[src/subtract_swap_skip_pkg.sv]
package subtract_swap_skip_pkg;

    localparam int DATA_W            = 8;
    localparam int BIT_IDX_W         = 3;
    localparam int FLAG_W            = 6;
    localparam int APB_ADDR_W        = 8;
    localparam int APB_DATA_W        = 32;
    localparam int MEM_DEPTH_DEFAULT = 64;

    // register byte offsets
    localparam logic [APB_ADDR_W-1:0] REG_INSTR    = 8'h00;
    localparam logic [APB_ADDR_W-1:0] REG_WREG     = 8'h04;
    localparam logic [APB_ADDR_W-1:0] REG_MEM_ADDR = 8'h08;
    localparam logic [APB_ADDR_W-1:0] REG_MEM_DATA = 8'h0c;
    localparam logic [APB_ADDR_W-1:0] REG_STATUS   = 8'h10;
    localparam logic [APB_ADDR_W-1:0] REG_CYCLES   = 8'h14;

    // instruction word fields
    localparam int INSTR_OP_LSB  = 0;
    localparam int INSTR_BIT_LSB = 4;
    localparam int INSTR_IMM_LSB = 8;

    // status word fields
    localparam int FLAG_NULL        = 0;
    localparam int FLAG_BORROW_NOT  = 1;
    localparam int FLAG_HALF_BORROW = 2;
    localparam int FLAG_SIGNED_WRAP = 3;
    localparam int FLAG_SIGNED_BORR = 4;
    localparam int FLAG_CHAIN_NULL  = 5;
    localparam int STATUS_BUSY_BIT  = 8;
    localparam int STATUS_SKIP_BIT  = 9;

    // reset values
    localparam logic [DATA_W-1:0] WREG_RESET  = 8'h00;
    localparam logic [FLAG_W-1:0] FLAGS_RESET = 6'h00;

    // instruction cycle timing
    localparam int PCLK_PERIOD_NS    = 5;
    localparam int INSTR_CYCLE_NS    = 20;
    localparam int INSTR_CYCLE_PCLKS = INSTR_CYCLE_NS / PCLK_PERIOD_NS;

    typedef enum logic [2:0] {
        op_minus_into_wreg,
        op_minus_into_memory,
        op_minus_immediate,
        op_nibble_exchange,
        op_nibble_exchange_to_wreg,
        op_skip_if_null,
        op_load_and_skip_if_null,
        op_skip_if_bit_clear
    } opcode_type;

    typedef enum logic [1:0] {
        st_idle,
        st_execute,
        st_dummy
    } state_type;

endpackage : subtract_swap_skip_pkg

[src/minus_if.sv]
`timescale 1ns/10ps
interface minus_if;
    import subtract_swap_skip_pkg::*;
    logic [DATA_W-1:0] minuend;
    logic [DATA_W-1:0] subtrahend;
    logic [DATA_W-1:0] difference;
    logic [FLAG_W-1:0] flags;
    modport calc (input minuend, input subtrahend, output difference, output flags);
    modport user (output minuend, output subtrahend, input difference, input flags);
endinterface : minus_if

[src/minus_flags.sv]
`timescale 1ns/10ps
module minus_flags
    import subtract_swap_skip_pkg::*;
(
    minus_if.calc m
);
    logic [DATA_W:0]   wide;
    logic              wrap;
    logic              is_null;

    assign wide       = {1'b0, m.minuend} - {1'b0, m.subtrahend};
    assign m.difference = wide[DATA_W-1:0];
    assign is_null    = (wide[DATA_W-1:0] == '0);
    // signed wrap: operands differ in sign and result sign differs from minuend
    assign wrap       = (m.minuend[DATA_W-1] ^ m.subtrahend[DATA_W-1])
                      & (wide[DATA_W-1] ^ m.minuend[DATA_W-1]);

    always_comb begin
        m.flags                   = '0;
        m.flags[FLAG_NULL]        = is_null;                                   // see RULE3
        m.flags[FLAG_BORROW_NOT]  = ~wide[DATA_W];                             // see RULE2
        m.flags[FLAG_HALF_BORROW] = (m.minuend[3:0] >= m.subtrahend[3:0]);     // see RULE3
        m.flags[FLAG_SIGNED_WRAP] = wrap;                                      // see RULE3
        m.flags[FLAG_SIGNED_BORR] = wrap ^ wide[DATA_W-1];                     // see RULE3
        // a lone subtraction has no earlier byte to chain with
        m.flags[FLAG_CHAIN_NULL]  = is_null;                                   // see RULE3
    end

endmodule : minus_flags

[src/subtract_swap_skip_exec.sv]
// Summary of operation
// RULE1 - memory minus: wreg minus byte into memory
// RULE2 - borrow_not flag clear when difference negative
// RULE3 - subtraction updates all six arithmetic flags
// RULE4 - immediate minus: wreg minus constant into wreg
// RULE5 - swap memory nibbles in place, flags kept
// RULE6 - swapped memory byte into wreg, flags kept
// RULE7 - skip next instruction when byte zero
// RULE8 - skip-type instructions take two instruction cycles
// RULE9 - copy byte to wreg, skip if zero
// RULE10 - skip next when selected bit is zero
// RULE11 - eight-bit data, bit index zero to seven
//
// Chosen here: the APB register port and the placing of the registers.
`timescale 1ns/10ps
module subtract_swap_skip_exec
    import subtract_swap_skip_pkg::*;
#(
    parameter int MEM_DEPTH    = MEM_DEPTH_DEFAULT,
    parameter int CYCLE_PCLKS  = INSTR_CYCLE_PCLKS
)(
    input  wire logic                  pclk,
    input  wire logic                  presetn,
    input  wire logic                  psel,
    input  wire logic                  penable,
    input  wire logic                  pwrite,
    input  wire logic [APB_ADDR_W-1:0] paddr,
    input  wire logic [APB_DATA_W-1:0] pwdata,
    input  wire logic [3:0]            pstrb,
    output logic                       pready,
    output logic [APB_DATA_W-1:0]      prdata,
    output logic                       pslverr
);
    localparam int ADDR_W = (MEM_DEPTH > 1) ? $clog2(MEM_DEPTH) : 1;
    localparam int DIV_W  = (CYCLE_PCLKS > 1) ? $clog2(CYCLE_PCLKS) : 1;

    if (MEM_DEPTH < 2 || MEM_DEPTH > 256) begin : g_bad_depth
        $error("MEM_DEPTH must lie between 2 and 256");
    end
    if (CYCLE_PCLKS < 1) begin : g_bad_div
        $error("CYCLE_PCLKS must be at least 1");
    end

    // data memory, one byte per location
    logic [DATA_W-1:0]    mem [MEM_DEPTH];                  // see RULE11

    logic [DATA_W-1:0]    wreg_q;
    logic [FLAG_W-1:0]    flags_q;
    logic [ADDR_W-1:0]    addr_q;
    opcode_type           op_q;
    logic [BIT_IDX_W-1:0] bit_q;
    logic [DATA_W-1:0]    imm_q;
    state_type            state_q;
    logic                 skip_q;
    logic [31:0]          cycles_q;
    logic [DIV_W-1:0]     div_q;
    logic                 tick;
    logic                 pready_q;
    logic                 pslverr_q;
    logic [APB_DATA_W-1:0] prdata_q;

    minus_if alu ();

    minus_flags u_minus (
        .m (alu.calc)
    );

    // instruction cycle enable
    assign tick = (div_q == DIV_W'(CYCLE_PCLKS - 1));

    always_ff @(posedge pclk or negedge presetn) begin
        if (!presetn) begin
            div_q <= '0;
        end else if (tick) begin
            div_q <= '0;
        end else begin
            div_q <= div_q + 1'b1;
        end
    end

    // operand selection and decode
    wire logic [DATA_W-1:0] mem_rd     = mem[addr_q];
    wire logic [DATA_W-1:0] mem_swap   = {mem_rd[3:0], mem_rd[7:4]};
    wire logic              use_imm    = (op_q == op_minus_immediate);
    wire logic              is_sub     = (op_q == op_minus_into_wreg)
                                       | (op_q == op_minus_into_memory)
                                       | use_imm;
    wire logic              is_skip    = (op_q == op_skip_if_null)
                                       | (op_q == op_load_and_skip_if_null)
                                       | (op_q == op_skip_if_bit_clear);
    wire logic              byte_null  = (mem_rd == '0);
    wire logic              bit_clear  = ~mem_rd[bit_q];                     // see RULE11
    wire logic              skip_cond  = (op_q == op_skip_if_bit_clear) ? bit_clear   // see RULE10
                                                                        : byte_null;  // see RULE7
    wire logic              exec_now   = (state_q == st_execute) & tick;
    wire logic              busy       = (state_q != st_idle);

    assign alu.minuend    = wreg_q;
    assign alu.subtrahend = use_imm ? imm_q : mem_rd;                        // see RULE4

    // bus decode; the access-phase cycle after the access is accepted completes it
    wire logic              acc_phase  = psel & penable;
    wire logic              rd_status  = ~pwrite & (paddr == REG_STATUS);
    // only the status register may be read while an instruction is in flight
    wire logic              stall      = busy & ~rd_status;
    wire logic              accept     = acc_phase & ~pready_q & ~stall;
    wire logic              complete   = acc_phase & pready_q;
    wire logic              wr_done    = complete & pwrite & ~pslverr_q & pstrb[0];
    wire logic              hit_instr  = (paddr == REG_INSTR);
    wire logic              hit_wreg   = (paddr == REG_WREG);
    wire logic              hit_addr   = (paddr == REG_MEM_ADDR);
    wire logic              hit_data   = (paddr == REG_MEM_DATA);
    wire logic              hit_stat   = (paddr == REG_STATUS);
    wire logic              hit_cyc    = (paddr == REG_CYCLES);
    wire logic              mapped     = hit_instr | hit_wreg | hit_addr
                                       | hit_data | hit_stat | hit_cyc;
    wire logic              start      = wr_done & hit_instr;

    wire logic [APB_DATA_W-1:0] status_word = {22'h000000, skip_q, busy, 2'b00, flags_q};
    wire logic [APB_DATA_W-1:0] instr_word  = {16'h0000, imm_q, 1'b0, bit_q, 1'b0, op_q};
    wire logic [APB_DATA_W-1:0] rd_word =
        hit_instr ? instr_word :
        hit_wreg  ? {24'h000000, wreg_q} :
        hit_addr  ? APB_DATA_W'(addr_q) :
        hit_data  ? {24'h000000, mem_rd} :
        hit_stat  ? status_word :
        hit_cyc   ? cycles_q : 32'h00000000;

    always_ff @(posedge pclk or negedge presetn) begin
        if (!presetn) begin
            pready_q  <= 1'b0;
            pslverr_q <= 1'b0;
            prdata_q  <= '0;
        end else if (accept) begin
            pready_q  <= 1'b1;
            pslverr_q <= ~mapped;
            prdata_q  <= pwrite ? 32'h00000000 : rd_word;
        end else begin
            pready_q  <= 1'b0;
            pslverr_q <= 1'b0;
        end
    end

    assign pready  = pready_q;
    assign prdata  = prdata_q;
    assign pslverr = pslverr_q;

    // instruction word; only taken while idle, since stall holds the bus
    always_ff @(posedge pclk or negedge presetn) begin
        if (!presetn) begin
            op_q  <= op_minus_into_wreg;
            bit_q <= '0;
            imm_q <= '0;
        end else if (start) begin
            op_q  <= opcode_type'(pwdata[INSTR_OP_LSB +: 3]);
            bit_q <= pwdata[INSTR_BIT_LSB +: BIT_IDX_W];
            imm_q <= pwdata[INSTR_IMM_LSB +: DATA_W];
        end
    end

    always_ff @(posedge pclk or negedge presetn) begin
        if (!presetn) begin
            addr_q <= '0;
        end else if (wr_done & hit_addr) begin
            addr_q <= pwdata[ADDR_W-1:0];
        end
    end

    // execution sequencer
    always_ff @(posedge pclk or negedge presetn) begin
        if (!presetn) begin
            state_q <= st_idle;
        end else begin
            unique case (state_q)
                st_idle: begin
                    if (start) begin
                        state_q <= st_execute;
                    end
                end
                st_execute: begin
                    if (tick) begin
                        // the dummy cycle stands in for the fetch behind a skip
                        state_q <= is_skip ? st_dummy : st_idle;   // see RULE8
                    end
                end
                st_dummy: begin
                    if (tick) begin
                        state_q <= st_idle;                          // see RULE8
                    end
                end
            endcase
        end
    end

    // skip outcome stays until the next instruction starts
    always_ff @(posedge pclk or negedge presetn) begin
        if (!presetn) begin
            skip_q <= 1'b0;
        end else if (exec_now & is_skip) begin
            skip_q <= skip_cond;                         // see RULE7 see RULE9 see RULE10
        end else if (start) begin
            skip_q <= 1'b0;
        end
    end

    // instruction cycles spent, wraps silently
    always_ff @(posedge pclk or negedge presetn) begin
        if (!presetn) begin
            cycles_q <= '0;
        end else if (tick & busy) begin
            cycles_q <= cycles_q + 1'b1;
        end
    end

    // working register
    always_ff @(posedge pclk or negedge presetn) begin
        if (!presetn) begin
            wreg_q <= WREG_RESET;
        end else if (exec_now) begin
            unique case (op_q)
                op_minus_into_wreg:         wreg_q <= alu.difference;
                op_minus_immediate:         wreg_q <= alu.difference;   // see RULE4
                op_nibble_exchange_to_wreg: wreg_q <= mem_swap;         // see RULE6
                op_load_and_skip_if_null:   wreg_q <= mem_rd;           // see RULE9
                default:                    wreg_q <= wreg_q;           // see RULE1
            endcase
        end else if (wr_done & hit_wreg) begin
            wreg_q <= pwdata[DATA_W-1:0];
        end
    end

    // status flags; non-arithmetic operations leave them alone
    always_ff @(posedge pclk or negedge presetn) begin
        if (!presetn) begin
            flags_q <= FLAGS_RESET;
        end else if (exec_now & is_sub) begin
            flags_q <= alu.flags;                        // see RULE2 see RULE3
        end else if (wr_done & hit_stat) begin
            flags_q <= pwdata[FLAG_W-1:0];
        end
    end

    // data memory has no reset; software initialises it
    always_ff @(posedge pclk) begin
        if (exec_now & (op_q == op_minus_into_memory)) begin
            mem[addr_q] <= alu.difference;               // see RULE1
        end else if (exec_now & (op_q == op_nibble_exchange)) begin
            mem[addr_q] <= mem_swap;                     // see RULE5
        end else if (wr_done & hit_data) begin
            mem[addr_q] <= pwdata[DATA_W-1:0];
        end
    end

endmodule : subtract_swap_skip_exec

[config.mk]
export PLATFORM = sky130hd
export DESIGN_NAME = subtract_swap_skip_exec
export DESIGN_NICKNAME = d
export VERILOG_FILES = /design/src/subtract_swap_skip_pkg.sv /design/src/minus_if.sv /design/src/minus_flags.sv /design/src/subtract_swap_skip_exec.sv
export SDC_FILE = /design/constraint.sdc
export NUM_CORES = 1
export LEC_CHECK = 0
export BUFFER_PORTS_ARGS = -buffer_cell sky130_fd_sc_hd__clkbuf_2
export CELL_PAD_IN_SITES_DETAIL_PLACEMENT = 0
export CELL_PAD_IN_SITES_GLOBAL_PLACEMENT = 1
export CORE_MARGIN = 5
export CORE_UTILIZATION = 45
export CTS_CLUSTER_SIZE = 8
export DETAILED_ROUTE_END_ITERATION = 8
export GPL_TIMING_DRIVEN = 0
export PLACE_DENSITY_LB_ADDON = 0.1
export SLEW_MARGIN = 20
export SYNTH_ARGS = -nofsm -noshare
export SYNTH_HDL_FRONTEND = slang
export SYNTH_SLANG_ARGS = --single-unit
[constraint.sdc]
create_clock -name pclk -period 17.2 [get_ports pclk]
set_input_delay 0.86 -clock pclk [delete_from_list [all_inputs] [get_ports pclk]]
set_output_delay 0.86 -clock pclk [all_outputs]
set_load 0.01 [all_outputs]
Yosys cells after proc, flatten, opt, wreduce, memory -nomap -nowiden

Memories as Yosys holds them, arrays and structs flattened.
Cells that the tools add are included.

Flip-flop bits (word level): 105
RAM bits: 512
Output and inout bits: 34
Memories kept: 1

Memories:

| name | words | bits a word | read ports | clocked after Yosys merged registers in | write ports | RTL line                      | text |
|---|---|---|---|---|---|---|---|
| mem  | 64    | 8           | 1          | 0                                       | 1           | subtract_swap_skip_exec.sv:45 | `logic [DATA_W-1:0] mem [MEM_DEPTH];` |

Add/sub/neg operators: 3
Magnitude comparators: 2
Eq/ne operators: 19
Multiplexer cells: 37
Bitwise operators: 43
Reductions and logical operators: 12

Operator list:

| operator                                                   | number |
|---|---|
| 2-to-1 mux 32 bit                                          | 7 |
| 2-to-1 mux 8 bit                                           | 5 |
| adder 32 x 1 -> 32 bit, second input constant              | 1 |
| zero test 8 bit                                            | 3 |
| case mux 8 bit (3 select lines)                            | 1 |
| AND 1 bit                                                  | 21 |
| == test 8 x 4 -> 1 bit, second input constant              | 2 |
| == test 8 x 5 -> 1 bit, second input constant              | 2 |
| 2-to-1 mux 1 bit                                           | 15 |
| == test 3 bit, second input constant                       | 4 |
| 2-to-1 mux 6 bit                                           | 2 |
| OR 1 bit                                                   | 11 |
| 2-to-1 mux 2 bit                                           | 5 |
| subtractor 8 x 8 -> 9 bit                                  | 1 |
| == test 8 x 3 -> 1 bit, second input constant              | 1 |
| NOT 1 bit                                                  | 8 |
| nonzero test 2 bit                                         | 4 |
| == test 3 x 2 -> 1 bit, second input constant              | 2 |
| != test 2 bit, second input constant                       | 3 |
| case mux 2 bit (3 select lines)                            | 1 |
| == test 2 bit, second input constant                       | 2 |
| >= comparator 4 bit                                        | 1 |
| less-than comparator 3 x 4 -> 1 bit, second input constant | 1 |
| != test 4 x 2 -> 1 bit, second input constant              | 1 |
| other kinds (10)                                           | 12 |

Depth between registers and ports, before layout

Depth in word-level cells: 11
Depth in mapped cells: 26
Mapped depth without buffers: 21

By module

From an unflattened synthesis, not the netlist that was laid out.

Cells, all modules: 1720
Area, all modules: 26087.5 um2

By module, submodules not included:

| module                  | instances | cells an instance | area an instance (um2) | seq. area each (um2) |
|---|---|---|---|---|
| subtract_swap_skip_exec | 1         | 1663              | 25670.9                | 18002.3 |
| minus_flags             | 1         | 57                | 416.6                  | 0.0 |

Least setup slack after synthesis

No wires, ideal clock.

Path type: register to register
Start: register addr_q[2]
End: memory mem[0][7] (data pin)
Data arrival time: 6198 ps
Slack: 10453 ps
Stages on the path, launching flop included: 23
Path buffers: 4
Cells stage by stage: dfrtp_1 > buf_2 > buf_6 > buf_2 > buf_2 > mux2i_1 > a22oi_1 > a22oi_1 > o22ai_1 > nor4_2 > nand2_1 > o21ai_0 > ha_1 > nor2b_1 > o21ai_0 > a21boi_0 > o21ai_0 > a21boi_0 > o21a_1 > nor2_1 > fa_1 > mux2_2 > a21oi_1

Cells in the longest elaborated chain, start to end: 5

RTL lines:

| what                                                | RTL line                       | text |
|---|---|---|
| start: declaration                                  | subtract_swap_skip_exec.sv:49  | `logic [ADDR_W-1:0] addr_q;` |
| start signal: assignment                            | subtract_swap_skip_exec.sv:165 | `addr_q <= pwdata[ADDR_W-1:0];` |
| memory read (64 x 8 bit) (*)                        | n/a                            |  |
| 2-to-1 mux 8 bit                                    | subtract_swap_skip_exec.sv:99  | `assign alu.subtrahend = use_imm ? imm_q : mem_rd;` |
| subtractor 8 x 8 -> 9 bit                           | minus_flags.sv:11              | `assign wide = {1'b0, m.minuend} - {1'b0, m.subtrahend};` |
| 2-to-1 mux 8 bit (no source line) (*) (2 in series) | n/a                            |  |
| end: declaration                                    | subtract_swap_skip_exec.sv:45  |  |

Every way passes the cells marked *; elsewhere a longest branch is shown, timed or not.

Worst setup path in the final report

Start: register addr_q[0]
End: memory mem[9][7] (data pin)

The elaborated chain is that of the path after synthesis.

==> run summary <==
Maxcap violations = 0
Crit path max fanout = 29
Final HPWL from detailed placement = 58800 µm
Post-CTS setup buffer count = 0
Required time of the critical path = 17.66 ns
Clock sinks = 617
Cts bufs inserted = 87
# H-tree levels = 3
Yosys warns = 0
First-pass GRT wire length = 124000 µm
Crit path DAT = 8.21 ns
Starting DRC count in detailed routing = 2164
Unrepaired setup endpoints after global routing = false
Number of global-route vias before repair = 16300
DR vias/cell = 6.24
# resized after CTS = 0
Register share of total power = 46.0%
Yosys reg bits = 617
Std cell rows = 88
IO Count = 83
Post-synthesis sequential area ratio = 69.1%
DR WL/cell = 32.8 µm
Leak = 0.0105 µW
Fraction of registers with async set/reset = 17.0%
Slew margin rel. = 15.6%
Max Freq = 129 MHz
Setup TNS = 0 ns
Final worst-path cycle share = 45.0%
Setup crit end kind = flip-flop
DRC viols = 0
Initial antenna violation count = 1
DIE HEIGHT = 251 µm
CTS tree = yes
Crit start category = flip-flop
FILL cells = 4855
Total GRT Usage = 27.7%
Gpl congestion = 0.940
Clk_lat worst skew = 0.65 ns
Final min period = 7.75 ns
Final setup fails = 0
Port Buffers = 62
Clock group share of total power = 35.0%
Worst-margin pin slew = 1.27 ns
Core ar. = 0.0575 mm²
Avg Cell Area, Syn = 15.0 µm²
Area after DPL = 0.0280 mm²
Final ANT Viol Nets = 0
Clk root buf = clkbuf_16
Slew Viols, Final = 0
Sw Share = 27.1%
Pwr dens = 145 mW/mm²
Switching pwr = 1190 µW
Pint = 3210 µW
Fin. Hold Viols = 0
Routed WL = 88400 µm
Post-Syn Instances = 1738
Post-synth net total = 1802
Grt ovf = 0
CTS max path bufs = 3
Hold Path Class = in2async
Hold-fix buffer count after cts = 0
Fraction of layout cells with a size suffix above 1 = 17.1%
Clock skew after layout = 0.0367 ns
Vias = 16800
Pre-antenna DRT Iters = 6
Nets = 1974
Number of synthesized flops with an enable pin = 512
Synth unique cells = 81
Final instance area = 0.0304 mm²
Post-synthesis cell area = 0.0260 mm²
Die X-Extent = 251 µm
Worst setup path class = reg2reg
Initial Util = 45.3%
Largest net degree at the start of global routing = 81
Area growth syn-to-layout = 16.5%
Clk pin slew, worst setup/hold paths = 0.05 ns
DIE AREA = 0.0628 mm²
Maximum VDD drop = 0.0916 mV
Status = complete, no violations
Main synth FF type = edfxtp_1
Comb power frac = 19.0%
## registers in the layout, indices dropped and copies added (netlist names)
register	cells
pready	1
addr_q	6
pslverr	1
imm_q	8
skip_q	1
mem	512
op_q	3
alu.minuend	8
cycles_q	32
prdata	32
bit_q	3
state_q	2
flags_q	6
div_q	2
## critical path, cell delays in order, from the launching register on
cell and delay [ns]:
dfrtp_1 0.36, buf_4 0.18, buf_2 0.30, nor2_2 0.82, clkbuf_1 0.99, a22oi_1 0.17, a32oi_1 0.29, o22ai_1 0.20
nor4_4 0.76, nand2_1 0.10, o21ai_0 0.22, ha_1 0.33, nor2b_1 0.14, o21ai_0 0.19, a21boi_0 0.12, o21ai_0 0.23
a21boi_0 0.21, o21a_1 0.21, nor2_1 0.12, fa_1 0.54, mux2_2 0.34, a21oi_4 0.43, buf_16 0.24
## final cells by class
cell class	instances	area (µm²)	area share (%)
Antenna cell	1	2.50	0.00824
Buffer	104	568	1.87
Clock buffer	106	2300	7.58
Clock inverter	5	72.6	0.239
Inverter	26	97.6	0.321
Multi-Input combinational cell	991	7510	24.8
Sequential cell	617	18000	59.3
Tap cell	765	957	3.15
Timing Repair Buffer	83	841	2.77
## final timing paths
check / from / end / slack, ns / cells past startpoint
worst min register to register: div_q[0] / div_q[0] / 0.44 / 1
worst min-delay path: presetn / bit_q[2] / 0.11 / 1
worst max register to register: addr_q[0] / mem[9][7] / 9.45 / 22
worst max-delay path: addr_q[0] / mem[9][7] / 9.45 / 22
min in group pclk: div_q[0] / div_q[0] / 0.44 / 1
max in group asynchronous: presetn / cycles_q[30] / 16.39 / 2
## per-stage QoR
| stage | util (%) | power (µW) | hold WS (ns) | setup WS (ns) | instances |
|---|---|---|---|---|---|
| 2_1_floorplan | - | 2370 | 0.403 | 10.45 | 1738 |
| 3_3_place_gp | 47.5 | 2680 | 0.414 | 5.53 | 2565 |
| 3_5_place_dp | 48.7 | 2880 | 0.429 | 9.72 | 2585 |
| 4_1_cts | 52.8 | 4410 | 0.0906 | 9.69 | 2696 |
| 5_1_grt | 52.8 | 4520 | 0.115 | 9.35 | 2697 |
| 6_report | 52.8 | 4400 | 0.110 | 9.45 | 2698 |
## cells in the mapped netlist, types with 14 or more instances
cell / number / area share (%)
nor2_1: 136 / 2.0
a21oi_1: 67 / 1.3
dfrtp_1: 105 / 10
a22o_1: 20 / 0.67
nor3_1: 14 / 0.27
nand3_1: 31 / 0.60
a22oi_1: 44 / 1.3
o22ai_1: 28 / 0.67
nand2_1: 116 / 1.7
mux4_2: 37 / 3.2
a221o_1: 17 / 0.65
o31ai_1: 17 / 0.49
xnor2_1: 26 / 0.87
a31oi_1: 19 / 0.46
mux2_1: 18 / 0.78
edfxtp_1: 512 / 59
o21ai_0: 39 / 0.75
inv_1: 22 / 0.32
clkbuf_1: 55 / 0.79
buf_2: 20 / 0.38
buf_6: 15 / 0.65
mux2_2: 37 / 1.6
a221oi_1: 21 / 0.71
mux2i_1: 103 / 4.0
## cells in the final DEF, fill, tap and decap left out, drive strengths merged, types with 13 or more instances in the layout
| cell type | synthesis | layout |
|---|---|---|
| a21oi | 67 | 67 |
| a221o | 17 | 17 |
| a221oi | 21 | 21 |
| a22o | 20 | 20 |
| a22oi | 44 | 44 |
| a31oi | 19 | 19 |
| buf | 49 | 70 |
| clkbuf | 55 | 223 |
| dfrtp | 105 | 105 |
| edfxtp | 512 | 512 |
| ha | 13 | 13 |
| inv | 24 | 27 |
| mux2 | 56 | 56 |
| mux2i | 103 | 103 |
| mux4 | 37 | 37 |
| nand2 | 116 | 116 |
| nand3 | 31 | 31 |
| nor2 | 137 | 137 |
| nor2b | 13 | 13 |
| nor3 | 14 | 14 |
| o21ai | 45 | 45 |
| o22ai | 28 | 28 |
| o31ai | 17 | 17 |
| xnor2 | 26 | 26 |
## power groups by stage
stage                     logic, µW  registers, µW  clock network [µW]
final                           833           2020                1540
after global routing            879           2020                1620
after CTS                       829           2020                1560
after detailed placement        829           2050                   0
after global placement          536           2150                   0
after floorplan                 288           2080                   0
## routing by layer
metal	track usage (%)	routed length, µm	vias to the layer above
met4	11.8	4380	2
met2	43.6	40800	1008
met1	36.6	34400	8483
met3	7.58	8760	243
met5	0	7	-
li1	-	-	7108
## kinds of logic after synthesis
family	count (synthesis)	synth area share, %
multiplexers	196	9.59
adder cells (fa/ha/maj)	15	0.778
AND/OR/NAND/NOR	396	7.38
buffers and inverters	130	2.55
XOR/XNOR	37	1.24
AO/OA/AOI/OAI	347	9.34
flip-flops	617	69.1
No activity file was read; power rests on OpenSTA's default activity.
